`config.mk`:
```
export PLATFORM = sky130hd
export DESIGN_NAME = asrc_ctrl
export DESIGN_NICKNAME = d
export VERILOG_FILES = /design/src/asrc_pkg.sv /design/src/asrc_fifo.sv /design/src/asrc_ctrl.sv
export SDC_FILE = /design/constraint.sdc
export NUM_CORES = 2
export LEC_CHECK = 0
export BUFFER_PORTS_ARGS = -buffer_cell sky130_fd_sc_hd__buf_2
export CAP_MARGIN = 15
export CORE_AREA = 2 2 336 338
export CTS_CLUSTER_DIAMETER = 60
export DETAILED_ROUTE_END_ITERATION = 6
export DIE_AREA = 0 0 338 340
export GPL_ROUTABILITY_DRIVEN = 0
export PLACE_DENSITY = 0.65
export SYNTH_ARGS = -nofsm -noshare
export SYNTH_HDL_FRONTEND = slang
export SYNTH_SLANG_ARGS = --single-unit
```
`constraint.sdc`:
```
create_clock -name sys_clk -period 11.95 [get_ports sys_clk]
set_clock_uncertainty 0.1 [all_clocks]
set_input_delay 1.195 -clock sys_clk [delete_from_list [all_inputs] [get_ports sys_clk]]
set_output_delay 1.195 -clock sys_clk [all_outputs]
set_load 0.05 [all_outputs]
```
`src/asrc_pkg.sv`:
```
// constants, carrier structs and state types of the rate converter control
// assumes a single 40 MHz system clock and synchronous pin inputs
package asrc_pkg;

   // ***********************************************************
   // clock and timing
   // ***********************************************************
   localparam int CLK_HZ = 40_000_000;
   // loop settling targets: slow 800 ms, fast 200 ms at ~48 kHz frames
   localparam int SLOW_SETTLE_MS = 800;
   localparam int FAST_SETTLE_MS = 200;
   // 2**shift frames approximates the settling time in frames
   localparam int SLOW_SHIFT = 15;
   localparam int FAST_SHIFT = 13;
   localparam int PER_FRAC = 16;
   localparam logic [15:0] PER_MAX = 16'hFFFF;
   localparam logic [15:0] PER_MIN = 16'h0001;

   // ***********************************************************
   // sample storage
   // ***********************************************************
   localparam int SAMPLE_W = 16;
   localparam int FIFO_DEPTH = 4;
   localparam int RING_DEPTH = 8;
   localparam logic [3:0] RING_FULL = 4'h8;
   localparam logic [3:0] PTR_SPACING = 4'h5;
   localparam logic [1:0] MUTE_HOLD = 2'h2;
   localparam logic MUTE_RESET = 1'b1;

   // ***********************************************************
   // cutoff and taps
   // ***********************************************************
   localparam longint CUT_REF_HZ = 20_000;
   localparam longint RATE_REF_HZ_X10 = 441_000;
   localparam logic [31:0] CUT_NUM =
      32'(longint'(CLK_HZ) * CUT_REF_HZ * 10 / RATE_REF_HZ_X10);
   localparam int CUT_SHIFT = 4;
   localparam logic [15:0] CUT_GRID_HZ = 16'h012C;
   localparam logic [15:0] CUT_HYST_HZ = 16'h012C;
   localparam logic [7:0] TAPS_UP = 8'h40;
   localparam logic [7:0] TAPS_MAX = 8'h80;
   localparam logic [17:0] RATIO_ONE = 18'h1_0000;
   localparam logic [5:0] DIV_STEPS = 6'h20;

   // ***********************************************************
   // carriers
   // ***********************************************************
   typedef struct packed {
      logic [SAMPLE_W-1:0] left;
      logic [SAMPLE_W-1:0] right;
   } asrc_sample_t;

   typedef struct packed {
      logic [15:0] base;
      logic [16:0] step;
      logic [7:0] taps;
      logic [15:0] cutoff;
      logic [7:0] delay;
   } asrc_coef_t;

   typedef enum logic [2:0] {
      ST_IDLE,
      ST_STEP,
      ST_DPH,
      ST_DRAT,
      ST_DCUT
   } asrc_st_e;

   typedef struct packed {
      logic [2:0] sin;
      logic [2:0] sout;
      logic [15:0] cnt_in;
      logic [15:0] cnt_out;
      logic [31:0] acc_in;
      logic [31:0] acc_out;
      logic seed_in;
      logic seed_out;
      logic [RING_DEPTH-1:0][2*SAMPLE_W-1:0] ring;
      logic [2:0] wr;
      logic [2:0] rd;
      logic [3:0] fill;
      logic priming;
      logic [1:0] hold;
      logic [16:0] phase;
      logic [15:0] base_nx;
      asrc_st_e st;
      logic [31:0] dnum;
      logic [15:0] dden;
      logic [16:0] drem;
      logic [31:0] dquo;
      logic [5:0] dcnt;
      logic [17:0] ratio;
      logic [19:0] cut_sm;
      logic [15:0] cut_sel;
      logic pop;
      asrc_sample_t sample;
      logic valid;
      logic mute;
      asrc_coef_t coef;
   } asrc_core_st_t;

endpackage : asrc_pkg

```
`src/asrc_fifo.sv`:
```
// small valid/ready FIFO carrying input sample words
// assumes one clock; ready comes from a flip-flop, valid is decoded from the count register
`timescale 1ns/1ps
`default_nettype none
module asrc_fifo #(
   parameter int W = 32,
   parameter int DEPTH = 4
) (
   // clock and reset
   input wire logic sys_clk,
   input wire logic arst_n,
   // fill side
   input wire logic [W-1:0] in_data,
   input wire logic in_valid,
   output logic in_ready,
   // drain side
   output logic [W-1:0] out_data,
   output logic out_valid,
   input wire logic out_ready
);
   localparam int AW = $clog2(DEPTH);

   typedef struct packed {
      logic [DEPTH-1:0][W-1:0] mem;
      logic [AW-1:0] wp;
      logic [AW-1:0] rp;
      logic [AW:0] cnt;
      logic rdy;
   } asrc_fifo_st_t;

   asrc_fifo_st_t s_q, s_d;
   logic push, pull;

   assign push = in_valid && s_q.rdy;
   assign pull = out_ready && (s_q.cnt != '0);

   always_comb
   begin
      s_d = s_q;
      if (push)
      begin
         s_d.mem[s_q.wp] = in_data;
         s_d.wp = AW'((s_q.wp + 1'b1) % DEPTH);
      end
      if (pull)
         s_d.rp = AW'((s_q.rp + 1'b1) % DEPTH);
      s_d.cnt = s_q.cnt + (AW+1)'(push) - (AW+1)'(pull);
      // ready is registered so the source sees an honest full one cycle on
      s_d.rdy = (s_d.cnt != (AW+1)'(DEPTH));
   end

   always_ff @(posedge sys_clk or negedge arst_n)
   begin
      if (!arst_n)
         s_q <= '0;
      else
         s_q <= s_d;
   end

   assign in_ready = s_q.rdy;
   assign out_data = s_q.mem[s_q.rp];
   assign out_valid = (s_q.cnt != '0);

endmodule : asrc_fifo
`default_nettype wire

```
`src/asrc_ctrl.sv`:
```
// rate converter control: clock ratio servo, sample ring, mute,
// coefficient address scaling, cutoff and tap selection
// assumes lr clocks and samples synchronous to sys_clk at 40 MHz
`timescale 1ns/1ps
`default_nettype none
module asrc_ctrl (
   // clock and reset
   input wire logic sys_clk,
   input wire logic arst_n,
   // channel clocks and mode
   input wire logic input_channel_clock,
   input wire logic output_channel_clock,
   input wire logic settle_speed_select,
   // input samples
   input wire asrc_pkg::asrc_sample_t in_sample,
   input wire logic in_valid,
   output logic in_ready,
   // output samples
   output asrc_pkg::asrc_sample_t out_sample,
   output logic out_valid,
   output logic mute,
   // filter selection
   output asrc_pkg::asrc_coef_t coef
);
   import asrc_pkg::*;

   asrc_core_st_t s_q, s_d;
   logic [2*SAMPLE_W-1:0] f_data;
   logic f_valid;
   logic f_ready;

   // ***********************************************************
   // helpers
   // ***********************************************************
   function automatic asrc_core_st_t div_start(
      input asrc_core_st_t st,
      input logic [31:0] num,
      input logic [15:0] den
   );
      asrc_core_st_t r;
      r = st;
      r.dnum = num;
      r.dden = (den == '0) ? PER_MIN : den;
      r.drem = '0;
      r.dquo = '0;
      r.dcnt = DIV_STEPS;
      return r;
   endfunction : div_start

   // first-order low-pass of a period, PER_FRAC fraction bits
   function automatic logic [31:0] lp_step(
      input logic [31:0] acc,
      input logic [15:0] meas,
      input logic fast
   );
      logic [31:0] tgt;
      logic [31:0] dif;
      tgt = {meas, 16'h0000};
      if (tgt >= acc)
      begin
         dif = tgt - acc;
         dif = fast ? (dif >> FAST_SHIFT) : (dif >> SLOW_SHIFT);
         return acc + dif;
      end
      dif = acc - tgt;
      dif = fast ? (dif >> FAST_SHIFT) : (dif >> SLOW_SHIFT);
      return acc - dif;
   endfunction : lp_step

   function automatic logic [15:0] sat16(input logic [31:0] v);
      return (v > 32'(PER_MAX)) ? PER_MAX : v[15:0];
   endfunction : sat16

   // ***********************************************************
   // input FIFO
   // ***********************************************************
   asrc_fifo #(
      .W(2 * SAMPLE_W),
      .DEPTH(FIFO_DEPTH)
   ) u_fifo (
      .sys_clk(sys_clk),
      .arst_n(arst_n),
      .in_data(in_sample),
      .in_valid(in_valid),
      .in_ready(f_ready),
      .out_data(f_data),
      .out_valid(f_valid),
      .out_ready(s_q.pop)
   );

   // ***********************************************************
   // control
   // ***********************************************************
   always_comb
   begin
      logic in_edge;
      logic out_edge;
      logic wr_en;
      logic rd_en;
      logic over;
      logic under;
      logic [16:0] r_try;
      logic [15:0] per_in;
      logic [15:0] per_out;
      logic [19:0] tgt;
      logic [15:0] sm;
      logic [35:0] prod;
      logic [7:0] taps;
      in_edge = 1'b0;
      out_edge = 1'b0;
      wr_en = 1'b0;
      rd_en = 1'b0;
      over = 1'b0;
      under = 1'b0;
      r_try = '0;
      tgt = '0;
      sm = '0;
      prod = '0;
      taps = TAPS_UP;
      s_d = s_q;
      s_d.valid = 1'b0;
      s_d.pop = 1'b0;
      per_in = s_q.acc_in[31:16];
      per_out = s_q.acc_out[31:16];

      // two-flop synchronisers, third stage is the edge history
      s_d.sin = {s_q.sin[1:0], input_channel_clock};
      s_d.sout = {s_q.sout[1:0], output_channel_clock};
      in_edge = s_q.sin[1] && !s_q.sin[2];
      out_edge = s_q.sout[1] && !s_q.sout[2];

      // period counters saturate so a stopped clock cannot wrap
      s_d.cnt_in = (s_q.cnt_in == PER_MAX) ? PER_MAX : s_q.cnt_in + 1'b1;
      s_d.cnt_out = (s_q.cnt_out == PER_MAX) ? PER_MAX : s_q.cnt_out + 1'b1;

      // both clocks feed the same averaging, so both jitters are rejected
      if (in_edge)
      begin
         s_d.cnt_in = 16'h0001;
         s_d.pop = 1'b1;
         if (!s_q.seed_in)
         begin
            // the first edge after reset only starts a full period count
            s_d.seed_in = (s_q.cnt_in != PER_MAX);
            s_d.acc_in = {s_q.cnt_in, 16'h0000};
         end
         else
            s_d.acc_in = lp_step(s_q.acc_in, s_q.cnt_in,
                                 settle_speed_select);
      end
      if (out_edge)
      begin
         s_d.cnt_out = 16'h0001;
         if (!s_q.seed_out)
         begin
            s_d.seed_out = (s_q.cnt_out != PER_MAX);
            s_d.acc_out = {s_q.cnt_out, 16'h0000};
         end
         else
            s_d.acc_out = lp_step(s_q.acc_out, s_q.cnt_out,
                                  settle_speed_select);
      end

      // ring write, one frame per input channel clock period
      if (s_q.pop)
      begin
         wr_en = 1'b1;
         s_d.ring[s_q.wr] = f_valid ? f_data : '0;
         s_d.wr = s_q.wr + 1'b1;
         over = (s_q.fill == RING_FULL);
      end

      // divider step, restoring, one quotient bit per cycle
      if (s_q.dcnt != '0)
      begin
         r_try = {s_q.drem[15:0], s_q.dnum[31]};
         s_d.dnum = {s_q.dnum[30:0], 1'b0};
         s_d.dcnt = s_q.dcnt - 1'b1;
         if (r_try >= {1'b0, s_q.dden})
         begin
            s_d.drem = r_try - {1'b0, s_q.dden};
            s_d.dquo = {s_q.dquo[30:0], 1'b1};
         end
         else
         begin
            s_d.drem = r_try;
            s_d.dquo = {s_q.dquo[30:0], 1'b0};
         end
      end

      unique case (s_q.st)
         ST_IDLE:
         begin
            if (out_edge && s_q.seed_in && s_q.seed_out)
            begin
               s_d.phase = s_q.phase + {1'b0, per_out};
               s_d.st = ST_STEP;
            end
         end
         ST_STEP:
         begin
            // each whole input period in the phase moves the read pointer, except while priming or with an empty ring
            if (s_q.phase >= {1'b0, per_in})
            begin
               s_d.phase = s_q.phase - {1'b0, per_in};
               if (!s_q.priming)
               begin
                  if (s_q.fill == 4'h0)
                     under = 1'b1;
                  else
                     rd_en = 1'b1;
               end
            end
            else
            begin
               s_d = div_start(s_d, {s_q.phase[15:0], 16'h0000}, per_in);
               s_d.st = ST_DPH;
            end
         end
         ST_DPH:
         begin
            if (s_q.dcnt == '0)
            begin
               // fractional phase picks the polyphase start address
               s_d.base_nx = s_q.dquo[15:0];
               s_d = div_start(s_d, {per_in, 16'h0000}, per_out);
               s_d.st = ST_DRAT;
            end
         end
         ST_DRAT:
         begin
            if (s_q.dcnt == '0)
            begin
               s_d.ratio = (s_q.dquo > 32'(RATIO_ONE)) ? RATIO_ONE
                                                       : s_q.dquo[17:0];
               // cutoff follows the slower rate, i.e. the longer period
               s_d = div_start(s_d, CUT_NUM,
                               (per_out > per_in) ? per_out
                                                  : per_in);
               s_d.st = ST_DCUT;
            end
         end
         ST_DCUT:
         begin
            if (s_q.dcnt == '0)
            begin
               tgt = {sat16(s_q.dquo), 4'h0};
               if (tgt >= s_q.cut_sm)
                  s_d.cut_sm = s_q.cut_sm
                             + ((tgt - s_q.cut_sm) >> CUT_SHIFT);
               else
                  s_d.cut_sm = s_q.cut_sm
                             - ((s_q.cut_sm - tgt) >> CUT_SHIFT);
               sm = s_d.cut_sm[19:4];
               // moves one grid step only past the noise margin
               if (sm > s_q.cut_sel + CUT_HYST_HZ)
                  s_d.cut_sel = s_q.cut_sel + CUT_GRID_HZ;
               else if (sm + CUT_HYST_HZ < s_q.cut_sel)
                  s_d.cut_sel = s_q.cut_sel - CUT_GRID_HZ;
               s_d.coef.cutoff = s_d.cut_sel;
               // base is held back so the whole selection moves with the frame
               s_d.coef.base = s_q.base_nx;

               if (s_q.ratio < RATIO_ONE)
               begin
                  s_d.coef.step = s_q.ratio[16:0];
                  prod = 36'(RATIO_ONE - s_q.ratio) * 36'(TAPS_MAX);
                  taps = TAPS_UP + 8'(prod[35:16]);
                  if (taps > TAPS_MAX)
                     taps = TAPS_MAX;
               end
               else
               begin
                  s_d.coef.step = RATIO_ONE[16:0];
                  taps = TAPS_UP;
               end
               // even tap count keeps the symmetric impulse response
               s_d.coef.taps = {taps[7:1], 1'b0};
               s_d.coef.delay = {4'h0, PTR_SPACING}
                              + {1'b0, taps[7:1]};

               // emit; a muted frame carries silence
               s_d.valid = 1'b1;
               s_d.sample = s_q.ring[s_q.rd];
               if (!s_q.priming && s_q.mute)
               begin
                  if (s_q.hold == '0)
                     s_d.mute = 1'b0;
                  else
                     s_d.hold = s_q.hold - 1'b1;
               end
               s_d.st = ST_IDLE;
            end
         end
      endcase

      // pointer bookkeeping; a crossing re-primes the spacing
      if (rd_en)
         s_d.rd = s_q.rd + 1'b1;
      s_d.fill = s_q.fill + {3'h0, wr_en} - {3'h0, rd_en};
      if (over)
      begin
         // drop the oldest frames so the reader sits five behind again
         s_d.rd = s_d.wr - PTR_SPACING[2:0];
         s_d.fill = PTR_SPACING;
         s_d.mute = 1'b1;
         s_d.hold = MUTE_HOLD;
      end
      if (under)
      begin
         s_d.priming = 1'b1;
         s_d.mute = 1'b1;
         s_d.hold = MUTE_HOLD;
      end
      // silence follows the final mute, so a crossing in the emit cycle counts
      if (s_d.valid && s_d.mute)
         s_d.sample = '0;
      // reading starts only once five frames stand between the pointers
      if (s_q.priming && s_q.fill >= PTR_SPACING)
         s_d.priming = 1'b0;
   end

   always_ff @(posedge sys_clk or negedge arst_n)
   begin
      if (!arst_n)
      begin
         s_q <= '0;
         s_q.st <= ST_IDLE;
         s_q.mute <= MUTE_RESET;
         s_q.priming <= 1'b1;
         s_q.hold <= MUTE_HOLD;
         s_q.ratio <= RATIO_ONE;
         s_q.cnt_in <= PER_MAX;
         s_q.cnt_out <= PER_MAX;
         s_q.coef.step <= RATIO_ONE[16:0];
         s_q.coef.taps <= TAPS_UP;
      end
      else
         s_q <= s_d;
   end

   // ***********************************************************
   // outputs
   // ***********************************************************
   assign in_ready = f_ready;
   assign out_sample = s_q.sample;
   assign out_valid = s_q.valid;
   assign mute = s_q.mute;
   assign coef = s_q.coef;

endmodule : asrc_ctrl
`default_nettype wire

```
==> reports/results.ini <==
[die]
die_x_um=338
dieHeight_um=340
std_cell_rows=123
start_util_pct=44.6
fp.coreArea_mm2=0.112
io_pins=138
die-area_mm2=0.115

[clocking]
worstSkewPairLatency_ps=670
cts.path.max_buffers=3
numCtsBuffers=95
cts_resized=0
cts_tree=built
cts.htree.levels=3
post_cts_buffers=0
path_clk_slew_ps=60
holdBufCountCts=0
clock-sinks=796
cts_root_buffer=clkbuf_16

[detailed_routing]
wire_per_inst_um=19.1
vias_per_cell=5.66
drc=0
finalWirelength_um=130000
drtPass1Iterations=5
vias=38400
drt_iter0_drc=2456
ant_nets=0

[timing]
period_minus_slack_ps=9810
setup_violations=0
rsz0062_at_grt=no
post-route-period-util_pct=82.1
max_slew_margin_pct=30.6
hold_viol_final=0
slew_viol_final=0
fmax_mhz=102
setup_tns_ps=0
tightest_slew_ps=1040

[global_routing]
grt_pass1_wl_um=209000
antenna_found_initial=8
grt_pass1_vias=37500
overflow=0
grt_usage_pct=22.6
grt_max_degree=174

[setup_path]
rr_worst_depth=35
critical_path.max_stage_delay_ps=850
path_class=flop to flop
cp_max_fo=28
worst-path-buf-inv=1
crit_path_frequent_cell=a21oi_1
r2r_start=s_q[180]
endpoint_kind=flop
critPathArrivalTime_ps=10270
path_delay_family=compound AO/OA/AOI/OAI gates
cpMaxStageDelayCell=nor4_1
start_kind=flop
reg2reg_setup_slack_ps=2140
worst_ep_required_time_ps=12410
regToRegEndpoint=coef[23]

[logic_synthesis]
synth_top_area_share_pct=38.1
ys_ff_latch=796
syn_area_mm2=0.0497
yosysMostFrequentCell=nand2_1
syn_avg_cell_area_um2=9.40
yosys.area.top_type=dfrtp_1
synthFlopType=dfrtp_1
synth_common_cells=760 x nand2_1, 758 x dfrtp_1, 539 x o21ai_0
ys.warnings.count=0
ys_async_sr_fraction_pct=100
synthTopCellsByArea=dfrtp_1 38%, ha_1 7.5%, nand2_1 5.7%
synth_edf_count=0
synth_cells=5290
ys_seq_area_share_pct=40.2
ys_types=101

[hold_path]
hold_path_depth=0
hold_path_class=flop to flop
worstHoldStart=s_q[660]
holdPathEnd=s_q[661]

[cells_and_area]
fin_nets=5553
area_delta_synth_final_pct=9.15
drive_gt1_share_pct=13.3

[run_status]
status=completed

[place]
hpwl_um=88200
io_buffer_count=134

[job]
maxCapViolCount=0

## registers in the layout (all words and copies together), names as in the netlist
register,flops
coef,62
mute,1
out_sample,32
out_valid,1
s_q,564
u_fifo.in_ready,1
u_fifo.s_q,135
## worst max-delay path by stage
stage	startpoint	endpoint	slack (ps)	cells past startpoint
after floorplan	s_q[180]	s_q[104]	3650	37
after global placement	s_q[180]	coef[23]	2440	35
after detailed placement	s_q[180]	coef[23]	2260	35
after CTS	s_q[180]	coef[23]	2240	35
after global routing	s_q[180]	coef[23]	1320	35
final	s_q[180]	coef[23]	2140	35
## cell families after synthesis
logic type,Yosys count,synth area share [%]
and+or+nand+nor,1542,14.0
AOI/OAI and AO/OA,1382,17.4
DFF,796,40.2
buffers and inverters,610,5.40
muxes,361,10.1
adders and majority gates,308,7.92
xor gates and xnor gates,290,5.12
other,1,0.00754
## worst register-to-register path: cells and delay by family, from the launching register on
kind                     cells  cell delay (ps)
AND/OR/NAND/NOR             10             3400
AO/OA/AOI/OAI               17             3720
adder cells (fa/ha/maj)      4             1250
XOR/XNOR                     3              540
flip-flops                   1              390
buffers and inverters        1              310
## metrics by stage
step / util, % / setup slack (ps) / hold WS [ps] / instance area (um^2) / instances
after floorplan: - / 3650 / 231 / 49700 / 5292
after global placement: 45.8 / 2440 / 233 / 51000 / 6608
after detailed placement: 45.8 / 2260 / 240 / 51000 / 6608
after CTS: 48.6 / 2240 / 253 / 54200 / 6786
after global routing: 48.6 / 1320 / 263 / 54300 / 6792
final: 48.6 / 2140 / 250 / 54300 / 6792
## per-layer routing
metal	up-vias	GRT usage (%)	share of wire, %
met3	240	3.35	4.6
met4	2	7.71	3.1
met1	18700	31.4	46
li1	18600	-	-
met5	-	0	0.0069
met2	840	36.0	46
## cells in the final DEF, fill, tap and decap left out, types with 54 or more instances in the layout
master       n
nor2_1     274
inv_1      231
dfrtp_1    754
mux2_2     151
clkbuf_16   95
mux2i_1    113
buf_4       54
buf_2      132
a21oi_1    253
o21ai_0    539
nand3_1     83
xnor2_1    208
nor3_1      94
ha_1       297
nand2_1    757
a31oi_1     55
mux4_2      96
xor2_1      81
a21o_1      92
## area by class of cell
| class | instances | area (um^2) |
|---|---|---|
| clock inverter | 47 | 507 |
| sequential | 796 | 20000 |
| antenna | 4 | 10.0 |
| multi-input combinational | 3886 | 27200 |
| tap | 1500 | 1880 |
| clock buffer | 131 | 2690 |
| inverter | 237 | 890 |
| fill | 10400 | 57300 |
| timing repair buffer | 191 | 1150 |
Power is not shown: default switching activity piles up to over one toggle a cycle in this logic, so the estimate is an artifact.
